===== src/tch_pkg.sv =====
package tch_pkg;

	// Clock and timing
	localparam int CLK_PERIOD_NS = 10;
	localparam int ACK_CRIT_US = 140;
	localparam int ACK_STORE_US = 100;
	// Longest times round down to whole cycles
	localparam int ACK_CRIT_CYC_DEF = (ACK_CRIT_US * 1000) / CLK_PERIOD_NS;
	localparam int ACK_STORE_CYC_DEF = (ACK_STORE_US * 1000) / CLK_PERIOD_NS;
	localparam int TMR_W = 16;

	// Command register and the value that launches a store
	localparam logic [7:0] CMD_REG = 8'ha0;
	localparam logic [7:0] STORE_CODE = 8'h01;
	localparam logic [7:0] IDLE_RDATA = 8'hff;

	// Sleep interval codes
	localparam logic [1:0] SLP_1HZ = 2'h0;
	localparam logic [1:0] SLP_8HZ = 2'h1;
	localparam logic [1:0] SLP_64HZ = 2'h2;
	localparam logic [1:0] SLP_512HZ = 2'h3;

	localparam logic [2:0] BIT_LAST = 3'h7;
	localparam logic [1:0] IDX_ADDR = 2'h0;
	localparam logic [1:0] IDX_PTR = 2'h1;
	localparam logic [1:0] IDX_DATA = 2'h2;

	typedef enum logic [2:0] {
		S_IDLE = 3'b000,
		S_RX = 3'b001,
		S_RXEND = 3'b010,
		S_WAIT = 3'b011,
		S_ACK = 3'b100,
		S_TX = 3'b101,
		S_MACK = 3'b110
	} tch_state_e;

	// Request to the register core, held until answered or timed out
	typedef struct packed {
		logic valid;
		logic wr;
		logic [7:0] addr;
		logic [7:0] data;
	} tch_core_req_s;

	// Answer from the register core
	typedef struct packed {
		logic ack;
		logic [7:0] data;
	} tch_core_rsp_s;

	typedef struct packed {
		tch_state_e st;
		logic scl_q;
		logic sda_q;
		logic [2:0] bitcnt;
		logic [7:0] shreg;
		logic [1:0] idx;
		logic rw;
		logic more;
		logic [7:0] ptr;
		logic [TMR_W-1:0] timer;
		logic busy;
		logic store_go;
		logic store_ref;
		logic bus_act;
		logic scl_oe;
		logic sda_oe;
		tch_core_req_s req;
	} tch_port_s;

	typedef struct packed {
		logic scanning;
		logic hit;
		logic keep;
		logic drop;
	} tch_drop_s;

endpackage


===== src/tch_port.sv =====
module tch_port
	import tch_pkg::*;
#(
	parameter int ACK_CRIT_CYC = ACK_CRIT_CYC_DEF,
	parameter int ACK_STORE_CYC = ACK_STORE_CYC_DEF
)(
	// Clock and reset
	input wire logic clk_sys,
	input wire logic rst_n,
	// Two-wire bus, open drain; oe high pulls the line low
	input wire logic scl_in,
	output logic scl_oe,
	input wire logic sda_in,
	output logic sda_oe,
	// Device status and configuration
	input wire logic boot_done,
	input wire logic [6:0] dev_addr,
	input wire logic [1:0] sleep_sel,
	// Register core
	output tch_core_req_s core_req,
	input wire tch_core_rsp_s core_rsp,
	// Nonvolatile store
	output logic store_start,
	output logic store_refused,
	input wire logic store_done,
	output logic port_busy,
	// Sensing scan
	input wire logic drop_en,
	input wire logic scan_start,
	input wire logic scan_end,
	output logic sample_keep,
	output logic sample_drop
);

	localparam logic [TMR_W-1:0] CRIT_LAST = TMR_W'(ACK_CRIT_CYC - 2);

	tch_port_s r, next_r;
	logic scl_rise, scl_fall, start_cond, stop_cond, own_addr, sleep_fast;

	assign scl_rise = !r.scl_q && scl_in;
	assign scl_fall = r.scl_q && !scl_in;
	// Bus is ignored entirely until boot completes
	assign start_cond = boot_done && r.scl_q && scl_in && r.sda_q && !sda_in;
	assign stop_cond = boot_done && r.scl_q && scl_in && !r.sda_q && sda_in;
	assign own_addr = (r.shreg[7:1] == dev_addr);
	assign sleep_fast = (sleep_sel == SLP_512HZ) || (sleep_sel == SLP_64HZ);

	always_comb begin
		next_r = r;
		next_r.scl_q = scl_in;
		next_r.sda_q = sda_in;
		next_r.store_go = 1'b0;
		next_r.store_ref = 1'b0;
		next_r.bus_act = start_cond;
		if (store_done) begin
			next_r.busy = 1'b0;
		end
		case (r.st)
			S_IDLE: begin
				next_r.scl_oe = 1'b0;
				next_r.sda_oe = 1'b0;
			end
			S_RX: begin
				if (scl_rise) begin
					next_r.shreg = {r.shreg[6:0], sda_in};
					next_r.bitcnt = r.bitcnt + 3'h1;
					if (r.bitcnt == BIT_LAST) begin
						next_r.st = S_RXEND;
					end
				end
			end
			S_RXEND: begin
				if (scl_fall) begin
					next_r.st = S_ACK;
					next_r.sda_oe = 1'b1;
					if (r.idx == IDX_ADDR) begin
						// Store in progress: own address is not acknowledged
						if (!own_addr || r.busy) begin
							next_r.st = S_IDLE;
							next_r.sda_oe = 1'b0;
						end else begin
							next_r.rw = r.shreg[0];
							next_r.idx = IDX_PTR;
						end
					end else if (r.busy) begin
						next_r.st = S_IDLE;
						next_r.sda_oe = 1'b0;
					end else if (r.idx == IDX_PTR) begin
						next_r.ptr = r.shreg;
						next_r.idx = IDX_DATA;
					end else if (r.ptr == CMD_REG && r.shreg == STORE_CODE) begin
						// Store is acknowledged at once, without the core
						if (sleep_fast) begin
							next_r.store_ref = 1'b1;
						end else begin
							next_r.store_go = 1'b1;
							next_r.busy = 1'b1;
						end
					end else begin
						// Hold the clock low until the core answers or the timer reaches CRIT_LAST
						next_r.st = S_WAIT;
						next_r.sda_oe = 1'b0;
						next_r.scl_oe = 1'b1;
						next_r.timer = '0;
						next_r.req = '{1'b1, 1'b1, r.ptr, r.shreg};
						next_r.ptr = r.ptr + 8'h01;
					end
				end
			end
			S_WAIT: begin
				next_r.timer = r.timer + TMR_W'(1);
				// Time out before the limit so the answer is never late
				if (core_rsp.ack || r.timer >= CRIT_LAST) begin
					next_r.req = '0;
					next_r.scl_oe = 1'b0;
					if (r.req.wr) begin
						next_r.st = S_ACK;
						next_r.sda_oe = 1'b1;
					end else begin
						next_r.st = S_TX;
						next_r.bitcnt = '0;
						next_r.shreg = core_rsp.ack ? core_rsp.data : IDLE_RDATA;
						next_r.sda_oe = core_rsp.ack ? !core_rsp.data[7]
							: !IDLE_RDATA[7];
					end
				end
			end
			S_ACK: begin
				if (scl_fall) begin
					next_r.sda_oe = 1'b0;
					next_r.bitcnt = '0;
					if (r.rw) begin
						next_r.st = S_WAIT;
						next_r.scl_oe = 1'b1;
						next_r.timer = '0;
						next_r.req = '{1'b1, 1'b0, r.ptr, 8'h00};
						next_r.ptr = r.ptr + 8'h01;
					end else begin
						next_r.st = S_RX;
					end
				end
			end
			S_TX: begin
				if (scl_fall) begin
					next_r.bitcnt = r.bitcnt + 3'h1;
					next_r.shreg = {r.shreg[6:0], 1'b0};
					next_r.sda_oe = !r.shreg[6];
					if (r.bitcnt == BIT_LAST) begin
						next_r.st = S_MACK;
						next_r.sda_oe = 1'b0;
					end
				end
			end
			S_MACK: begin
				if (scl_rise) begin
					next_r.more = !sda_in;
				end
				if (scl_fall) begin
					if (r.more && !r.busy) begin
						next_r.st = S_WAIT;
						next_r.scl_oe = 1'b1;
						next_r.timer = '0;
						next_r.req = '{1'b1, 1'b0, r.ptr, 8'h00};
						next_r.ptr = r.ptr + 8'h01;
					end else begin
						next_r.st = S_IDLE;
					end
				end
			end
			default: begin
				next_r.st = S_IDLE;
			end
		endcase
		if (start_cond) begin
			next_r.st = S_RX;
			next_r.bitcnt = '0;
			next_r.idx = IDX_ADDR;
			next_r.sda_oe = 1'b0;
		end else if (stop_cond) begin
			next_r.st = S_IDLE;
			next_r.sda_oe = 1'b0;
		end
		if (!boot_done) begin
			next_r.st = S_IDLE;
			next_r.scl_oe = 1'b0;
			next_r.sda_oe = 1'b0;
			// A request left open here would never be closed
			next_r.req = '0;
		end
	end

	always_ff @(posedge clk_sys) begin
		if (!rst_n) begin
			r <= '{st: S_IDLE, scl_q: 1'b1, sda_q: 1'b1, default: '0};
		end else begin
			r <= next_r;
		end
	end

	assign scl_oe = r.scl_oe;
	assign sda_oe = r.sda_oe;
	assign core_req = r.req;
	assign store_start = r.store_go;
	assign store_refused = r.store_ref;
	assign port_busy = r.busy;

	tch_drop u_drop (
		.clk_sys(clk_sys),
		.rst_n(rst_n),
		.drop_en(drop_en),
		.scan_start(scan_start),
		.scan_end(scan_end),
		.bus_act(r.bus_act),
		.sample_keep(sample_keep),
		.sample_drop(sample_drop)
	);
endmodule // tch_port


===== src/tch_drop.sv =====
module tch_drop
	import tch_pkg::*;
(
	// Clock and reset
	input wire logic clk_sys,
	input wire logic rst_n,
	// Scan and bus events
	input wire logic drop_en,
	input wire logic scan_start,
	input wire logic scan_end,
	input wire logic bus_act,
	// Verdict on each finished sample
	output logic sample_keep,
	output logic sample_drop
);

	tch_drop_s r, next_r;

	always_comb begin
		next_r = r;
		next_r.keep = 1'b0;
		next_r.drop = 1'b0;
		if (scan_start) begin
			next_r.scanning = 1'b1;
			next_r.hit = 1'b0;
		end
		// Traffic while the scan runs taints the sample; set wins
		if ((r.scanning || scan_start) && bus_act) begin
			next_r.hit = 1'b1;
		end
		if (scan_end && r.scanning) begin
			next_r.scanning = 1'b0;
			next_r.hit = 1'b0;
			if (drop_en && (r.hit || bus_act)) begin
				next_r.drop = 1'b1;
			end else begin
				next_r.keep = 1'b1;
			end
		end
	end

	always_ff @(posedge clk_sys) begin
		if (!rst_n) begin
			r <= '0;
		end else begin
			r <= next_r;
		end
	end

	assign sample_keep = r.keep;
	assign sample_drop = r.drop;
endmodule // tch_drop


===== config.mk =====
export PLATFORM = sky130hd
export DESIGN_NAME = tch_port
export DESIGN_NICKNAME = d
export VERILOG_FILES = /design/src/tch_pkg.sv /design/src/tch_port.sv /design/src/tch_drop.sv
export SDC_FILE = /design/constraint.sdc
export NUM_CORES = 1
export LEC_CHECK = 0
export ABC_AREA = 1
export BUFFER_PORTS_ARGS = -buffer_cell sky130_fd_sc_hd__buf_4
export CAP_MARGIN = 20
export CORE_UTILIZATION = 55
export DETAILED_ROUTE_END_ITERATION = 16
export HOLD_SLACK_MARGIN = 0.03
export PLACE_DENSITY = 0.74
export SYNTH_ARGS = -nofsm -noshare
export SYNTH_HDL_FRONTEND = slang
export SYNTH_SLANG_ARGS = --single-unit

===== constraint.sdc =====
create_clock -name clk_sys -period 1.9 [get_ports clk_sys]
set_input_delay 0.19 -clock clk_sys [delete_from_list [all_inputs] [get_ports clk_sys]]
set_output_delay 0.19 -clock clk_sys [all_outputs]
set_load 0.02 [all_outputs]

==> results by group <==
STA
  • Slew @ Worst Pin: 0.4443 ns
  • Final worst-path cycle share: 94.77%
  • Max Clock Freq: 555.3 MHz
  • Slew Limit Fails: 0
  • Minimum clock period: 1.801 ns
  • Max Clock Skew: 0.01183 ns
  • Setup-failing EPs final: 0
  • Final hold vios: 0
  • Slew Limit Headroom: 70.15%

Floorplan
  • Die H: 90.89 um
  • Die width: 90.89 um
  • Core box area: 7687 um2
  • Floorplan row count: 32
  • DIE AREA: 8260 um2
  • Starting Density: 56.53%
  • IO Pins: 52

Clock network
  • Num CTS Buffers: 9
  • CTS sink cnt: 72
  • CTS clk-pin slew, worst paths: 0.08 ns
  • Htree depth: 3
  • CTS tree: done
  • CTS root buffer: clkbuf_8
  • Clock Tree Buf Depth: 2
  • Later-pin clock latency in the skew report: 0.36 ns

Cells and area
  • Diode count: 0
  • Area of the multi-input gates: 2405 um2
  • Layout cell share with drive strength beyond 1: 22.79%
  • Nets: 796
  • Reg area: 1445 um2
  • Fillers: 684
  • Fin area: 5318 um2
  • Area Overhead vs Synth: 22.37%

Synthesis
  • Post-synth cell types: 38
  • EDFF count, synth: 0
  • Synth cell count leaders: nand2_1 (169), nor2_1 (101), inv_1 (74), dfxtp_1 (72), a21oi_1 (47)
  • Yosys top cell area share: 33.17%
  • Sequential share of the synthesized area: 33.17%
  • Mapped Area: 4345 um2
  • Most common cell in the synthesized netlist: nand2_1
  • Synth area leaders: dfxtp_1 (33%), nand2_1 (15%), nor2_1 (8.7%), inv_1 (6.4%), a21oi_1 (5.4%)
  • Gate Count Post-Synth: 680
  • Syn avg cell area: 6.390 um2
  • Register bit total from synthesis: 72
  • Area leader, netlist: dfxtp_1
  • Post-synth top flop: dfxtp_1
  • Synthesized Nets: 713
  • Asr flop ratio synth: 0%
  • Warnings from Yosys: 0

Power
  • Peak supply drop: 0.3467 mV
  • P_leak: 2.417 nW
  • Overall power: 0.002952 W
  • Pwr per Cell Area: 555.2 nW/um2

Routing
  • Drt wl/cell: 13.63 um
  • DRT Pass-1 Iters: 5
  • Iteration-0 DRC Markers: 275
  • DRC: 0
  • Via-to-Cell Ratio: 5.345
  • DRT Wirelength: 11860 um
  • Remaining antenna violation count: 0
  • Via total after detailed routing: 4650

Global route
  • Largest net degree at the start of global routing: 24
  • Met3 GRT Util: 3.451%
  • Total global routing overflow: 0
  • Gr busiest metal: met2
  • Met2 Use GR: 49.75%
  • GRT met1 Usage: 37.83%
  • Initial antenna violation count: 0
  • Vias in the first global route: 4220
  • GRT Overall Usage: 29.20%
  • First-pass GRT wire length: 19250 um

Critical path
  • Worst Path Required: 2.16 ns
  • CP Class: flip-flop to flip-flop
  • Crit end category: flip-flop
  • Critical path data arrival time: 2.06 ns
  • Launching point of the worst reg2reg path: r[41]
  • CP max FO: 6
  • Worst setup SP type: flip-flop
  • CP Launch Point: r[41]
  • Internal reg-to-reg setup slack: 0.1 ns

Worst hold path
  • Min-delay worst type: input pin to flip-flop
  • Min-delay src: scl_in

Place
  • IO buf count: 50
  • DP Wirelength: 8889 um
  • Gpl congestion: 0.9767
  • Placed Area: 5035 um2

Flow run
  • Max Cap Viol: 0

Status
  • Status: complete, no violations
==> layout by cell type (no fill, tap or decap), types with 2 or more instances in the layout <==
cell and n:
nor2_4 3, nand2_1 168, buf_4 98, nor3_1 16
nand3_2 3, dlygate4sd3_1 2, clkinv_4 4, a21oi_1 47
dfxtp_2 3, nor2_2 5, a21oi_2 9, ha_1 6
xor2_1 5, nand3b_1 2, inv_1 74, nand4_1 10
nand2_2 14, o21ai_0 32, inv_2 6, nor2_1 98
nand3_1 41, clkbuf_8 9, or2_2 7, dfxtp_1 69
o21ai_1 12, xnor2_1 2, nand2_4 3, buf_12 4
o22ai_1 3
==> critical path: stages, from the launching register on <==
cell and delay (ns):
dfxtp_1 0.32, inv_1 0.10, ha_1 0.18, nand3_1 0.10, nor2_2 0.20, nand3_2 0.10
buf_4 0.17, nand3_4 0.13, nor2_8 0.07, buf_4 0.17, o21ai_1 0.11, nor2_1 0.04
==> power breakdown <==
part | internal, W | switching, W | leakage [nW]
clock | 0.000614 | 0.000631 | 0.100
combinational | 0.0000750 | 0.000104 | 1.73
sequential | 0.00152 | 0.00000962 | 0.583
==> path summary, 6_finish.rpt <==
check                end  cells after the start
max          core_req[8]                     11
min                r[64]                      3
max reg2reg  core_req[8]                     11
min reg2reg  u_drop.r[2]                      2
==> cell type report <==
type	instances	area share [%]
sequential	72	27.18
inverter	81	5.765
clock buffer	10	2.400
timing repair buffer	104	15.72
multi-input combinational	495	45.22
clock inverter	6	1.318
tap	102	2.400
==> per-layer routing <==
| layer | vias up | wire [um] |
|---|---|---|
| met2 | 174 | 5605 |
| met5 | - | 0 |
| met4 | 0 | 310 |
| met3 | 36 | 773 |
| met1 | 2115 | 5166 |
| li1 | 2325 | - |
==> flip-flops by register name, indices dropped and copies added (netlist names) <==
register / count
u_drop.sample_drop: 1
core_req: 18
store_start: 1
u_drop.r: 2
sda_oe: 1
r: 45
u_drop.sample_keep: 1
port_busy: 1
scl_oe: 1
store_refused: 1
==> kinds of logic after synthesis <==
logic type | Yosys count | synth area share, %
XOR/XNOR | 7 | 1.411
AND/OR/NAND/NOR | 372 | 37.69
buffers and inverters | 114 | 12.21
adder cells (fa/ha/maj) | 6 | 1.728
AO/OA/AOI/OAI | 109 | 13.79
flip-flops | 72 | 33.17
==> stage by stage <==
stage | utilization (%) | TNS [ns] | setup slack, ns | std cells | hold slack, ns
global route | 69.17 | -0.004437 | -0.004437 | 870 | 0.06151
CTS | 68.33 | 0 | 0.01510 | 865 | 0.04369
floorplan | - | 0 | 0.3062 | 680 | 0.2624
finish | 69.17 | 0 | 0.09933 | 870 | 0.04320
detailed placement | 65.49 | 0 | 0.02100 | 847 | 0.3731
global placement | 65.49 | 0 | 0.02490 | 847 | 0.3680
==> timing repair <==
item / 4_1_cts / 5_1_grt
endpoints found under the hold margin: 2 / 0
setup endpoints to repair: 0 / 52
gates resized for setup: 0 / 10
setup buffers: 0 / 4
hold buffers: 2 / 0
(Power assumes the default switching activity.)
